File: src/inc/servo_mode_defines.svh
`ifndef SERVO_MODE_DEFINES_SVH
`define SERVO_MODE_DEFINES_SVH

`define MODE_POS_SPEED 3'h3
`define MODE_POS_TORQUE 3'h4
`define MODE_SPEED_TORQUE 3'h5
`define MODE_EXTENSION 3'h6
`define MODE_FIXED_POS 3'h0
`define MODE_FIXED_SPEED 3'h1
`define MODE_FIXED_TORQUE 3'h2
`define OVR_W0_DEFAULT 8'h0A
`define OVR_W1_DEFAULT 8'h14
`define OVR_W2_DEFAULT 8'h28
`define OVR_W3_DEFAULT 8'h50
`define OVR_MAX_PCT 8'h96
`define OVR_FULL_PCT 8'h64
`define COUNTS_PER_PULSE 8'h10
`define TORQUE_FULL_MV 16'h0BB8
`define TORQUE_FULL_PCT 8'h64

`endif

File: src/inc/servo_mode_pkg.sv
package servo_mode_pkg;

  typedef enum logic [1:0] {
    CTRL_POSITION = 2'b00,
    CTRL_SPEED = 2'b01,
    CTRL_TORQUE = 2'b10
  } ctrl_mode_t;

  typedef struct packed {
    logic mode_switch;
    logic position_request;
    logic torque_request;
    logic pulse_ratio_1;
    logic pulse_ratio_2;
    logic forward_command;
    logic reverse_command;
    logic override_enable;
    logic [3:0] override_bits;
  } seq_inputs_t;

  typedef struct packed {
    logic [7:0] w3;
    logic [7:0] w2;
    logic [7:0] w1;
    logic [7:0] w0;
  } override_weights_t;

endpackage

File: src/hdl/override_scaler.sv
`timescale 1ns/1ps
`include "servo_mode_defines.svh"

module override_scaler #(
  parameter int SPEED_W = 16
) (
  input wire logic core_clk_in,
  input wire logic rst_in,
  input wire logic clk_en_in,
  input wire servo_mode_pkg::override_weights_t weights_in,
  input wire logic [3:0] bits_in,
  input wire logic enable_in,
  input wire logic bypass_in,
  input wire logic [SPEED_W-1:0] speed_in,
  input wire logic [SPEED_W-1:0] max_speed_in,
  input wire logic clamp_in,
  output logic [7:0] percent_out,
  output logic [SPEED_W-1:0] speed_out
);

  // ==========================================================
  // Weight sum with last valid value kept.
  logic [7:0] weight_sum;
  logic [7:0] next_weight_sum;
  logic [9:0] raw_sum;
  logic [7:0] wsel [4];
  logic [7:0] active_pct;
  logic [SPEED_W+7:0] product;
  logic [SPEED_W+7:0] scaled;
  logic [SPEED_W-1:0] limited;

  assign wsel[0] = bits_in[0] ? weights_in.w0 : 8'h00;
  assign wsel[1] = bits_in[1] ? weights_in.w1 : 8'h00;
  assign wsel[2] = bits_in[2] ? weights_in.w2 : 8'h00;
  assign wsel[3] = bits_in[3] ? weights_in.w3 : 8'h00;
  assign raw_sum = {2'b00, wsel[0]} + {2'b00, wsel[1]} + {2'b00, wsel[2]} + {2'b00, wsel[3]};
  assign next_weight_sum = (raw_sum > {2'b00, `OVR_MAX_PCT}) ? weight_sum : raw_sum[7:0];

  // ==========================================================
  // Speed scaling and clamp.
  assign active_pct = (enable_in && !bypass_in) ? weight_sum : `OVR_FULL_PCT;
  assign product = speed_in * active_pct;
  assign scaled = product / `OVR_FULL_PCT;
  assign limited = (clamp_in && scaled > {8'h00, max_speed_in}) ? max_speed_in
                   : scaled[SPEED_W-1:0];

  always_ff @(posedge core_clk_in or posedge rst_in) begin
    if (rst_in) begin
      weight_sum <= 8'h00;
      percent_out <= `OVR_FULL_PCT;
      speed_out <= '0;
    end else if (clk_en_in) begin
      weight_sum <= next_weight_sum;
      percent_out <= active_pct;
      speed_out <= limited;
    end
  end

endmodule // override_scaler

File: src/hdl/servo_mode_select_override.sv
`timescale 1ns/1ps
`include "servo_mode_defines.svh"

// Behaviour
// - Mode switch honoured only for parameter 3-5.
// - Switch off/on picks mode pair per parameter.
// - Unassigned function inputs read as off.
// - Position request in mode 6 holds position unless torque request is also on.
// - Held position control allows pulse positioning.
// - Pulses need position request plus ratio select.
// - Default gearing gives sixteen counts per pulse for each unit of the selected ratio.
// - Torque request in mode 6 holds torque.
// - Torque produced only with forward or reverse.
// - Forward or reverse, with reference sign, sets torque direction.
// - Three volts reference equals rated torque.
// - Speed limit source picked by parameter.
// - Override enable scales speed by weight sum.
// - Override off means full commanded speed.
// - Percentage sums weights of active bits.
// - Weight sum above 150 keeps previous value.
// - Scaled speed never exceeds maximum speed outside pulse operation.
// - Override skips command pulse operation.
// - Max speed clamp skips pulse operation.
// - Ratio select 1 wins over select 2.
module servo_mode_select_override #(
  parameter int SPEED_W = 16,
  parameter int RATIO_W = 8,
  parameter logic [7:0] COUNTS_PER_PULSE = `COUNTS_PER_PULSE
) (
  input wire logic core_clk_in,
  input wire logic rst_in,
  input wire logic clk_en_in,
  input wire servo_mode_pkg::seq_inputs_t seq_in,
  input wire servo_mode_pkg::seq_inputs_t assigned_in,
  input wire logic [2:0] control_mode_param_in,
  input wire servo_mode_pkg::override_weights_t weights_in,
  input wire logic [RATIO_W-1:0] pulse_ratio_first_in,
  input wire logic [RATIO_W-1:0] pulse_ratio_second_in,
  input wire logic command_pulse_in,
  input wire logic [SPEED_W-1:0] speed_command_in,
  input wire logic [SPEED_W-1:0] max_speed_pos_speed_mode_in,
  input wire logic torque_speed_limit_source_in,
  input wire logic [SPEED_W-1:0] speed_reference_in,
  input wire logic [SPEED_W-1:0] multi_step_speed_in,
  input wire logic [15:0] torque_reference_mv_in,
  input wire logic torque_reference_neg_in,
  output servo_mode_pkg::ctrl_mode_t ctrl_mode_out,
  output logic pulse_enable_out,
  output logic pulse_positioning_out,
  output logic [RATIO_W-1:0] pulse_ratio_out,
  output logic [31:0] position_count_out,
  output logic torque_active_out,
  output logic torque_reverse_out,
  output logic [7:0] torque_percent_out,
  output logic [SPEED_W-1:0] torque_speed_limit_out,
  output logic [7:0] override_percent_out,
  output logic [SPEED_W-1:0] speed_out
);

  // ==========================================================
  // Input sampling.
  servo_mode_pkg::seq_inputs_t seq;
  servo_mode_pkg::seq_inputs_t masked;

  assign masked = seq_in & assigned_in;

  always_ff @(posedge core_clk_in or posedge rst_in) begin
    if (rst_in) begin
      seq <= '0;
    end else if (clk_en_in) begin
      seq <= masked;
    end
  end

  // ==========================================================
  // Control mode decode.
  servo_mode_pkg::ctrl_mode_t next_mode;
  logic ext_mode;
  logic pulse_ok;
  logic pulse_ratio_active;

  assign ext_mode = (control_mode_param_in == `MODE_EXTENSION);

  always_comb begin
    next_mode = servo_mode_pkg::CTRL_POSITION;
    case (control_mode_param_in)
      `MODE_POS_SPEED: begin
        next_mode = seq.mode_switch ? servo_mode_pkg::CTRL_SPEED
                    : servo_mode_pkg::CTRL_POSITION;
      end
      `MODE_POS_TORQUE: begin
        next_mode = seq.mode_switch ? servo_mode_pkg::CTRL_TORQUE
                    : servo_mode_pkg::CTRL_POSITION;
      end
      `MODE_SPEED_TORQUE: begin
        next_mode = seq.mode_switch ? servo_mode_pkg::CTRL_TORQUE
                    : servo_mode_pkg::CTRL_SPEED;
      end
      `MODE_EXTENSION: begin
        if (seq.torque_request) begin
          next_mode = servo_mode_pkg::CTRL_TORQUE;
        end else if (seq.position_request) begin
          next_mode = servo_mode_pkg::CTRL_POSITION;
        end else begin
          next_mode = servo_mode_pkg::CTRL_SPEED;
        end
      end
      `MODE_FIXED_POS: next_mode = servo_mode_pkg::CTRL_POSITION;
      `MODE_FIXED_SPEED: next_mode = servo_mode_pkg::CTRL_SPEED;
      `MODE_FIXED_TORQUE: next_mode = servo_mode_pkg::CTRL_TORQUE;
      default: next_mode = servo_mode_pkg::CTRL_POSITION;
    endcase
  end

  // ==========================================================
  // Pulse train gating and ratio.
  logic [RATIO_W-1:0] next_ratio;
  logic [31:0] step;
  logic [RATIO_W+7:0] step_prod;

  assign pulse_ratio_active = seq.pulse_ratio_1 | seq.pulse_ratio_2;
  assign pulse_ok = ext_mode && seq.position_request && !seq.torque_request
                    && pulse_ratio_active;
  assign next_ratio = seq.pulse_ratio_1 ? pulse_ratio_first_in
                      : pulse_ratio_second_in;
  assign step_prod = {8'h00, pulse_ratio_out} * {{(RATIO_W){1'b0}}, COUNTS_PER_PULSE};
  assign step = 32'(step_prod);

  // ==========================================================
  // Torque gating and scaling.
  logic torque_mode;
  logic next_torque_active;
  logic [23:0] torque_prod;
  logic [7:0] next_torque_pct;

  assign torque_mode = (next_mode == servo_mode_pkg::CTRL_TORQUE);
  assign next_torque_active = torque_mode && (seq.forward_command ^ seq.reverse_command);
  assign torque_prod = {8'h00, torque_reference_mv_in} * {16'h0000, `TORQUE_FULL_PCT};
  assign next_torque_pct = 8'(torque_prod / {8'h00, `TORQUE_FULL_MV});

  // ==========================================================
  // Registered outputs.
  always_ff @(posedge core_clk_in or posedge rst_in) begin
    if (rst_in) begin
      ctrl_mode_out <= servo_mode_pkg::CTRL_POSITION;
      pulse_enable_out <= 1'b0;
      pulse_positioning_out <= 1'b0;
      pulse_ratio_out <= '0;
      torque_active_out <= 1'b0;
      torque_reverse_out <= 1'b0;
      torque_percent_out <= 8'h00;
      torque_speed_limit_out <= '0;
    end else if (clk_en_in) begin
      ctrl_mode_out <= next_mode;
      pulse_enable_out <= pulse_ok;
      pulse_positioning_out <= ext_mode && seq.position_request
                               && !seq.torque_request;
      pulse_ratio_out <= next_ratio;
      torque_active_out <= next_torque_active;
      torque_reverse_out <= seq.reverse_command ^ torque_reference_neg_in;
      torque_percent_out <= next_torque_active ? next_torque_pct : 8'h00;
      torque_speed_limit_out <= torque_speed_limit_source_in ? multi_step_speed_in
                                : speed_reference_in;
    end
  end

  always_ff @(posedge core_clk_in or posedge rst_in) begin
    if (rst_in) begin
      position_count_out <= 32'h0000_0000;
    end else if (clk_en_in && pulse_enable_out && command_pulse_in) begin
      position_count_out <= position_count_out + step;
    end
  end

  // ==========================================================
  // Override scaling of speed commands.
  override_scaler #(
    .SPEED_W(SPEED_W)
  ) u_override (
    .core_clk_in(core_clk_in),
    .rst_in(rst_in),
    .clk_en_in(clk_en_in),
    .weights_in(weights_in),
    .bits_in(seq.override_bits),
    .enable_in(seq.override_enable),
    .bypass_in(pulse_ok),
    .speed_in(speed_command_in),
    .max_speed_in(max_speed_pos_speed_mode_in),
    .clamp_in(!pulse_ok),
    .percent_out(override_percent_out),
    .speed_out(speed_out)
  );

endmodule // servo_mode_select_override

File: config.mk
export PLATFORM = sky130hd
export DESIGN_NAME = servo_mode_select_override
export DESIGN_NICKNAME = d
export VERILOG_FILES = /design/src/inc/servo_mode_pkg.sv /design/src/hdl/override_scaler.sv /design/src/hdl/servo_mode_select_override.sv
export VERILOG_INCLUDE_DIRS = /design/src /design/src/inc
export SDC_FILE = /design/constraint.sdc
export NUM_CORES = 1
export LEC_CHECK = 0
export ABC_AREA = 0
export BUFFER_PORTS_ARGS = -buffer_cell sky130_fd_sc_hd__clkbuf_2
export CORE_UTILIZATION = 60
export CTS_BUF_LIST = sky130_fd_sc_hd__clkbuf_8
export DETAILED_ROUTE_END_ITERATION = 12
export PLACE_DENSITY = 0.81
export SKIP_LAST_GASP = 1
export SLEW_MARGIN = 20
export SYNTH_ARGS = -nofsm -noshare
export SYNTH_HDL_FRONTEND = slang
export SYNTH_SLANG_ARGS = --single-unit
export TNS_END_PERCENT = 50
File: constraint.sdc
create_clock -name core_clk_in -period 23.9 [get_ports core_clk_in]
set_clock_uncertainty 0.15 [all_clocks]
set_input_delay 2.39 -clock core_clk_in [delete_from_list [all_inputs] [get_ports core_clk_in]]
set_output_delay 2.39 -clock core_clk_in [all_outputs]
set_load 0.005 [all_outputs]
* Word level (Yosys, flattened, before mapping)
Cells that the tools add are included.
Cells by class: add/subtract/negate cells 4, multipliers 2, div/mod/pow operators 2, order comparisons 2, equal/unequal tests 7, multiplexer cells 15, bitwise logic cells 5, reductions and logical operators 11
Operator list (count):
- 8-bit 2-to-1 mux | 7
- 32-bit by 12-bit adder with 32-bit output | 1
- 16-bit 2-to-1 mux | 2
- 23-bit by 12-bit divider with 24-bit output, second input constant | 1
- 24-bit by 7-bit divider with 24-bit output, second input constant | 1
- 24-bit by 16-bit greater-than comparator with 1-bit output | 1
- 16-bit by 8-bit multiplier with 24-bit output | 1
- 16-bit by 5-bit multiplier with 21-bit output, second input constant | 1
- 10-bit by 8-bit adder with 10-bit output | 2
- 12-bit AND | 1
- 2-bit case mux with 6 select lines | 1
- 10-bit by 8-bit greater-than comparator with 1-bit output, second input constant | 1
- 8-bit by 8-bit adder with 9-bit output | 1
- 3-bit == test, second input constant | 3
- 1-bit logical AND | 8
- 3-bit by 2-bit == test with 1-bit output, second input constant | 2
- 2-bit 2-to-1 mux | 3
- 3-bit by 1-bit == test with 1-bit output, second input constant | 1
- 2-bit == test, second input constant | 1
- 1-bit zero test | 2
- 1-bit 2-to-1 mux | 2
- 2-bit AND reduction | 1
- 1-bit bitwise XOR | 2
- 1-bit NOT | 1
- 1-bit bitwise OR | 1
Word-level totals: flip-flop bits (word level) 114, input bits 161, output and inout port bits 94, logic and storage cells 69

* Depth between registers and ports, before layout
depth in word-level cells 12, gate-level depth with buffers 85, mapped depth without buffers 78

* Modules after synthesis
From an unflattened synthesis, not the netlist that was laid out.
Unflattened totals: cell total of the unflattened synthesis 2914, area, all modules 23277.3 um^2
Modules (own cells, without submodules):
- servo_mode_select_override | instances 1, cells each 1518, area an instance 12006.5 um^2, seq. area each 1951.9 um^2
- override_scaler | instances 1, cells each 1396, area an instance 11270.8 um^2, seq. area each 804.5 um^2

* Worst setup path before layout
Ideal clock, no wire load.
kind input to register, start input control_mode_param_in[0], end register u_override.speed_out[0], library setup time 0.134 ns, data arrival time 19.073 ns, data required time 23.616 ns, path slack 4.543 ns, cell stages on the path 79, buffers on the path 8, cells stage by stage inv_1 > ha_1 > and3_1 > o21ai_0 > and3_1 > clkbuf_1 > clkbuf_1 > nand2_1 > fa_1 > fa_1 > inv_1 > fa_1 > inv_1 > fa_1 > inv_1 > ha_1 > buf_4 > a21oi_1 > [... 43 more ...] > o221ai_1 > a32oi_2 > or3_1 > a21boi_2 > or2_1 > ha_1 > nor2b_1 > o21ai_0 > nand2b_1 > a21oi_1 > o21ai_0 > a21oi_1 > a22oi_1 > o21a_1 > clkbuf_1 > and3_1 > a21oi_1 > o41ai_2
Between the ends: cells in the longest elaborated chain, start to end 12
Ends and longest elaborated chain:
- start, declared | RTL line servo_mode_select_override.sv:35 | input wire logic [2:0] control_mode_param_in,
- 3-bit == test (*)
- 1-bit logical AND (*) (2 in a row) | RTL line servo_mode_select_override.sv:122 | assign pulse_ok = ext_mode && seq.position_request && !seq.torque_request
- 1-bit logical AND (*) | RTL line servo_mode_select_override.sv:123 | && pulse_ratio_active;
- 1-bit zero test (*) | RTL line override_scaler.sv:41, servo_mode_select_override.sv:189
- 1-bit logical AND | RTL line override_scaler.sv:41 | assign active_pct = (enable_in && !bypass_in) ? weight_sum : `OVR_FULL_PCT;
- 8-bit 2-to-1 mux (no line)
- 16-bit by 8-bit multiplier with 24-bit output | RTL line override_scaler.sv:42 | assign product = speed_in * active_pct;
- 24-bit by 7-bit divider with 24-bit output (no line)
- 24-bit by 16-bit greater-than comparator with 1-bit output | RTL line override_scaler.sv:44 | assign limited = (clamp_in && scaled > {8'h00, max_speed_in}) ? max_speed_in
- 1-bit logical AND | RTL line override_scaler.sv:44
- 16-bit 2-to-1 mux (*) | RTL line override_scaler.sv:44
- end signal, assigned | RTL line override_scaler.sv:55 | speed_out <= limited;
- end, declared | RTL line override_scaler.sv:18 | output logic [SPEED_W-1:0] speed_out
Mark *: on every way between the ends. The rest lies on a longest branch, timed or not. A chain may end at the register's enable or synchronous reset.

* Worst setup path in the final report
start input control_mode_param_in[0], end register u_override.speed_out[8]
The elaborated chain is that of the path after synthesis.

==> flow_metrics.env <==
export IMPL_fp_dieArea_um2=39190
export IMPL_avgSynthCellArea_um2=7.800
export IMPL_max_freq_ghz=0.04448
export IMPL_cts_hold_buf=0
export IMPL_status="completed"
export IMPL_first_pass_iters=6
export IMPL_slowest_stage="or4_1"
export IMPL_area_sequential_um2=2756
export IMPL_required_ns=24.08
export IMPL_initial_core_util=0.6103
export IMPL_worstHoldEndpoint="torque_percent_out[7]$_DFFE_PP0P_"
export IMPL_dp_hpwl_um=54320
export IMPL_min_from="torque_percent_out[7]$_DFFE_PP0P_"
export IMPL_die_w_um=198.0
export IMPL_cts_htree_levels=3
export IMPL_cts_reportedPaths_clkPinSlew_ns=0.13
export IMPL_slowest_delay_ns=0.61
export IMPL_cts_max_path_buffers=2
export IMPL_place_gp_congestion=0.9313
export IMPL_r2r_end="u_override.speed_out[8]$_DFFE_PP0P_"
export IMPL_placed_cell_area_um2=24380
export IMPL_cp_common_cell="o21ai_0"
export IMPL_post_route_period_util=0.9407
export IMPL_core_area_um2=37760
export IMPL_worst_path_max_fanout=21
export IMPL_nets=3523
export IMPL_clockRootBuffer="clkbuf_8"
export IMPL_relSlewSlack=0.3138
export IMPL_period_minus_slack_ns=22.48
export IMPL_layout_setup_ws_ns=1.418
export IMPL_drt_total_wl_um=67310
export IMPL_ys_seq_area_frac=0.1196
export IMPL_crit_family="compound AO/OA/AOI/OAI gates"
export IMPL_wl_per_cell_um=18.55
export IMPL_drc=0
export IMPL_fill_cells=3355
export IMPL_async_flop_share=1.000
export IMPL_pre_cts_ws_ns=0.6570
export IMPL_finalMaxSlewViolations=0
export IMPL_io_pins=255
export IMPL_r2r_start="seq[8]$_DFFE_PP0P_"
export IMPL_globalRouteOverflowTotal=0
export IMPL_die_h_um=198.0
export IMPL_endpoint_kind="flop"
export IMPL_finalHoldViolations=0
export IMPL_drtIter0Drc=1751
export IMPL_criticalPathCategory="in2reg"
export IMPL_stdcell_area_um2=24620
export IMPL_yosysUniqueCellTypes=152
export IMPL_area_growth_pct=6.864
export IMPL_grt_usage=0.3385
export IMPL_drv_cap=0
export IMPL_min_path_type="reg2reg"
export IMPL_ant_nets=0
export IMPL_grt_pass1_vias=22227
export IMPL_clk_insertion_delay_late_ns=0.43
export IMPL_setup_viol=0
export IMPL_vias=23503
export IMPL_worst_endpoint_arrival_ns=22.67
export IMPL_placement_io_buffers=250
export IMPL_grt_first_pass_wirelength_um=109400
export IMPL_synth_area_um2=23040
export IMPL_crit_buf_inv=8
export IMPL_ys_seq_elements=110
export IMPL_clock_sinks=110
export IMPL_grt_max_degree=87
export IMPL_rows=71
export IMPL_ys_warn_count=0
export IMPL_r2r_slack_ns=2.94
export IMPL_reg2reg_depth=69
export IMPL_numCtsBuffers=9
export IMPL_finalSetupTns_ns=0
export IMPL_start_kind="primary input"
export IMPL_antenna_found_initial=2
export IMPL_synthCells=2954
export IMPL_drive_gt1_frac=0.1496
export IMPL_synthFlopType="dfrtp_1"
export IMPL_synth_edf_count=0
export IMPL_hold_depth=1
export IMPL_cts_tree="done"
export IMPL_viasPerCell=6.478
export IMPL_rsz0062_at_grt="false"
export IMPL_tightest_slew_ns=1.013
export IMPL_post_cts_setup_buffer_count=0
export IMPL_multiInputGateArea_um2=18760
[per-stage QoR]
stage / hold slack (ns) / instances / utilization
floorplan: 0.3184 / 2957 / -
global placement: 0.3121 / 3611 / 0.6457
detailed placement: 0.3218 / 3611 / 0.6457
CTS: 0.3507 / 3627 / 0.6517
global route: 0.3736 / 3627 / 0.6521
finish: 0.3496 / 3628 / 0.6522
[cells by family after synthesis]
logic type,Yosys count,synth area share
compound gates,906,0.2852
xor+xnor,178,0.06961
fa+ha+maj,256,0.1731
buf+inv,353,0.06722
flops,110,0.1196
mux,99,0.04675
other cells,1,0.0001627
simple gates,1051,0.2383
[worst register-to-register path: cells and delay by family, from the launching register on]
kind            cells  cell delay (ns)
flops               1             0.60
mux                 2             0.65
buf+inv             6             0.89
simple gates       18             5.16
fa+ha+maj           7             2.87
xor+xnor            1             0.30
compound gates     35            10.20
[flip-flops by register name, summed over array words and instances (netlist names)]
signal                  flops
position_count_out         28
torque_speed_limit_out     16
u_override.speed_out       16
seq                        12
pulse_ratio_out             8
torque_percent_out          8
u_override.percent_out      8
u_override.weight_sum       8
ctrl_mode_out               2
pulse_enable_out            1
pulse_positioning_out       1
torque_active_out           1
torque_reverse_out          1
[cell usage after synthesis (17+ instances only)]
cell type	instances	share of area
a31oi_1	43	0.012
fa_1	106	0.092
or3_1	35	0.0095
nand2b_1	21	0.0057
o21a_1	37	0.012
and3_1	53	0.014
mux2i_1	55	0.024
mux2_2	37	0.018
a21oi_1	177	0.038
clkbuf_1	58	0.0094
nand4_1	32	0.0087
a211o_1	22	0.0084
nor2b_1	21	0.0057
or2_2	17	0.0046
a211oi_1	48	0.016
buf_2	20	0.0043
nor4_1	20	0.0054
nand2_1	259	0.042
nor2_1	201	0.033
dfrtp_1	107	0.12
o21ai_1	30	0.0065
xor2_1	42	0.016
xnor2_1	130	0.049
a21o_1	48	0.016
and2_1	119	0.032
o211ai_1	43	0.014
ha_1	145	0.079
o31ai_1	22	0.0072
nor3_1	87	0.019
inv_1	226	0.037
o21ai_0	138	0.030
nand3_1	94	0.020
buf_4	20	0.0065
[timing repair]
action	4_1_cts	5_1_grt
gates resized for setup	0	4
endpoints found under the hold margin	0	0
setup endpoints to repair	0	12
[layout by cell type, fill, tap and decap left out, drive strengths merged, types with 43 or more instances in the layout]
cell type / Yosys / routed
a211oi: 54 / 54
a21o: 50 / 50
a21oi: 187 / 187
a31oi: 47 / 47
and2: 119 / 119
and3: 55 / 55
clkbuf: 64 / 259
dfrtp: 107 / 107
fa: 106 / 106
ha: 145 / 145
inv: 232 / 234
mux2i: 59 / 59
nand2: 261 / 261
nand3: 96 / 96
nor2: 204 / 204
nor3: 91 / 91
o211ai: 47 / 47
o21ai: 175 / 175
xnor2: 135 / 135
xor2: 43 / 43
[routing by layer]
layer	global-route usage	part of all wire	vias up
met3	0.03713	0.055	154
met2	0.5888	0.49	844
met1	0.4313	0.42	11373
met4	0.1237	0.033	2
met5	0	0.00019	-
li1	-	-	11130
[layout make-up]
type	instances	area share
Clock inverter	6	0.003608
Multi-Input combinational cell	2494	0.7618
Clock buffer	10	0.005589
Sequential cell	110	0.1119
Inverter	233	0.03598
Timing Repair Buffer	263	0.05503
Antenna cell	1	0.0001016
Tap cell	511	0.02597
[how the worst max path moves through the flow]
stage,slack (ns),start,cells after the start,endpoint
final,1.42,control_mode_param_in[0],73,u_override.speed_out[8]$_DFFE_PP0P_
after global routing,0.07,control_mode_param_in[0],74,u_override.speed_out[8]$_DFFE_PP0P_
after CTS,1.06,control_mode_param_in[0],73,u_override.speed_out[8]$_DFFE_PP0P_
after detailed placement,0.66,control_mode_param_in[0],73,u_override.speed_out[8]$_DFFE_PP0P_
after global placement,1.34,control_mode_param_in[0],73,u_override.speed_out[2]$_DFFE_PP0P_
after floorplan,4.54,control_mode_param_in[0],79,u_override.speed_out[0]$_DFFE_PP0P_
Power is left out: the tool's default activity adds up to more than one toggle a clock period on the data nets, which glitch-free logic cannot reach.
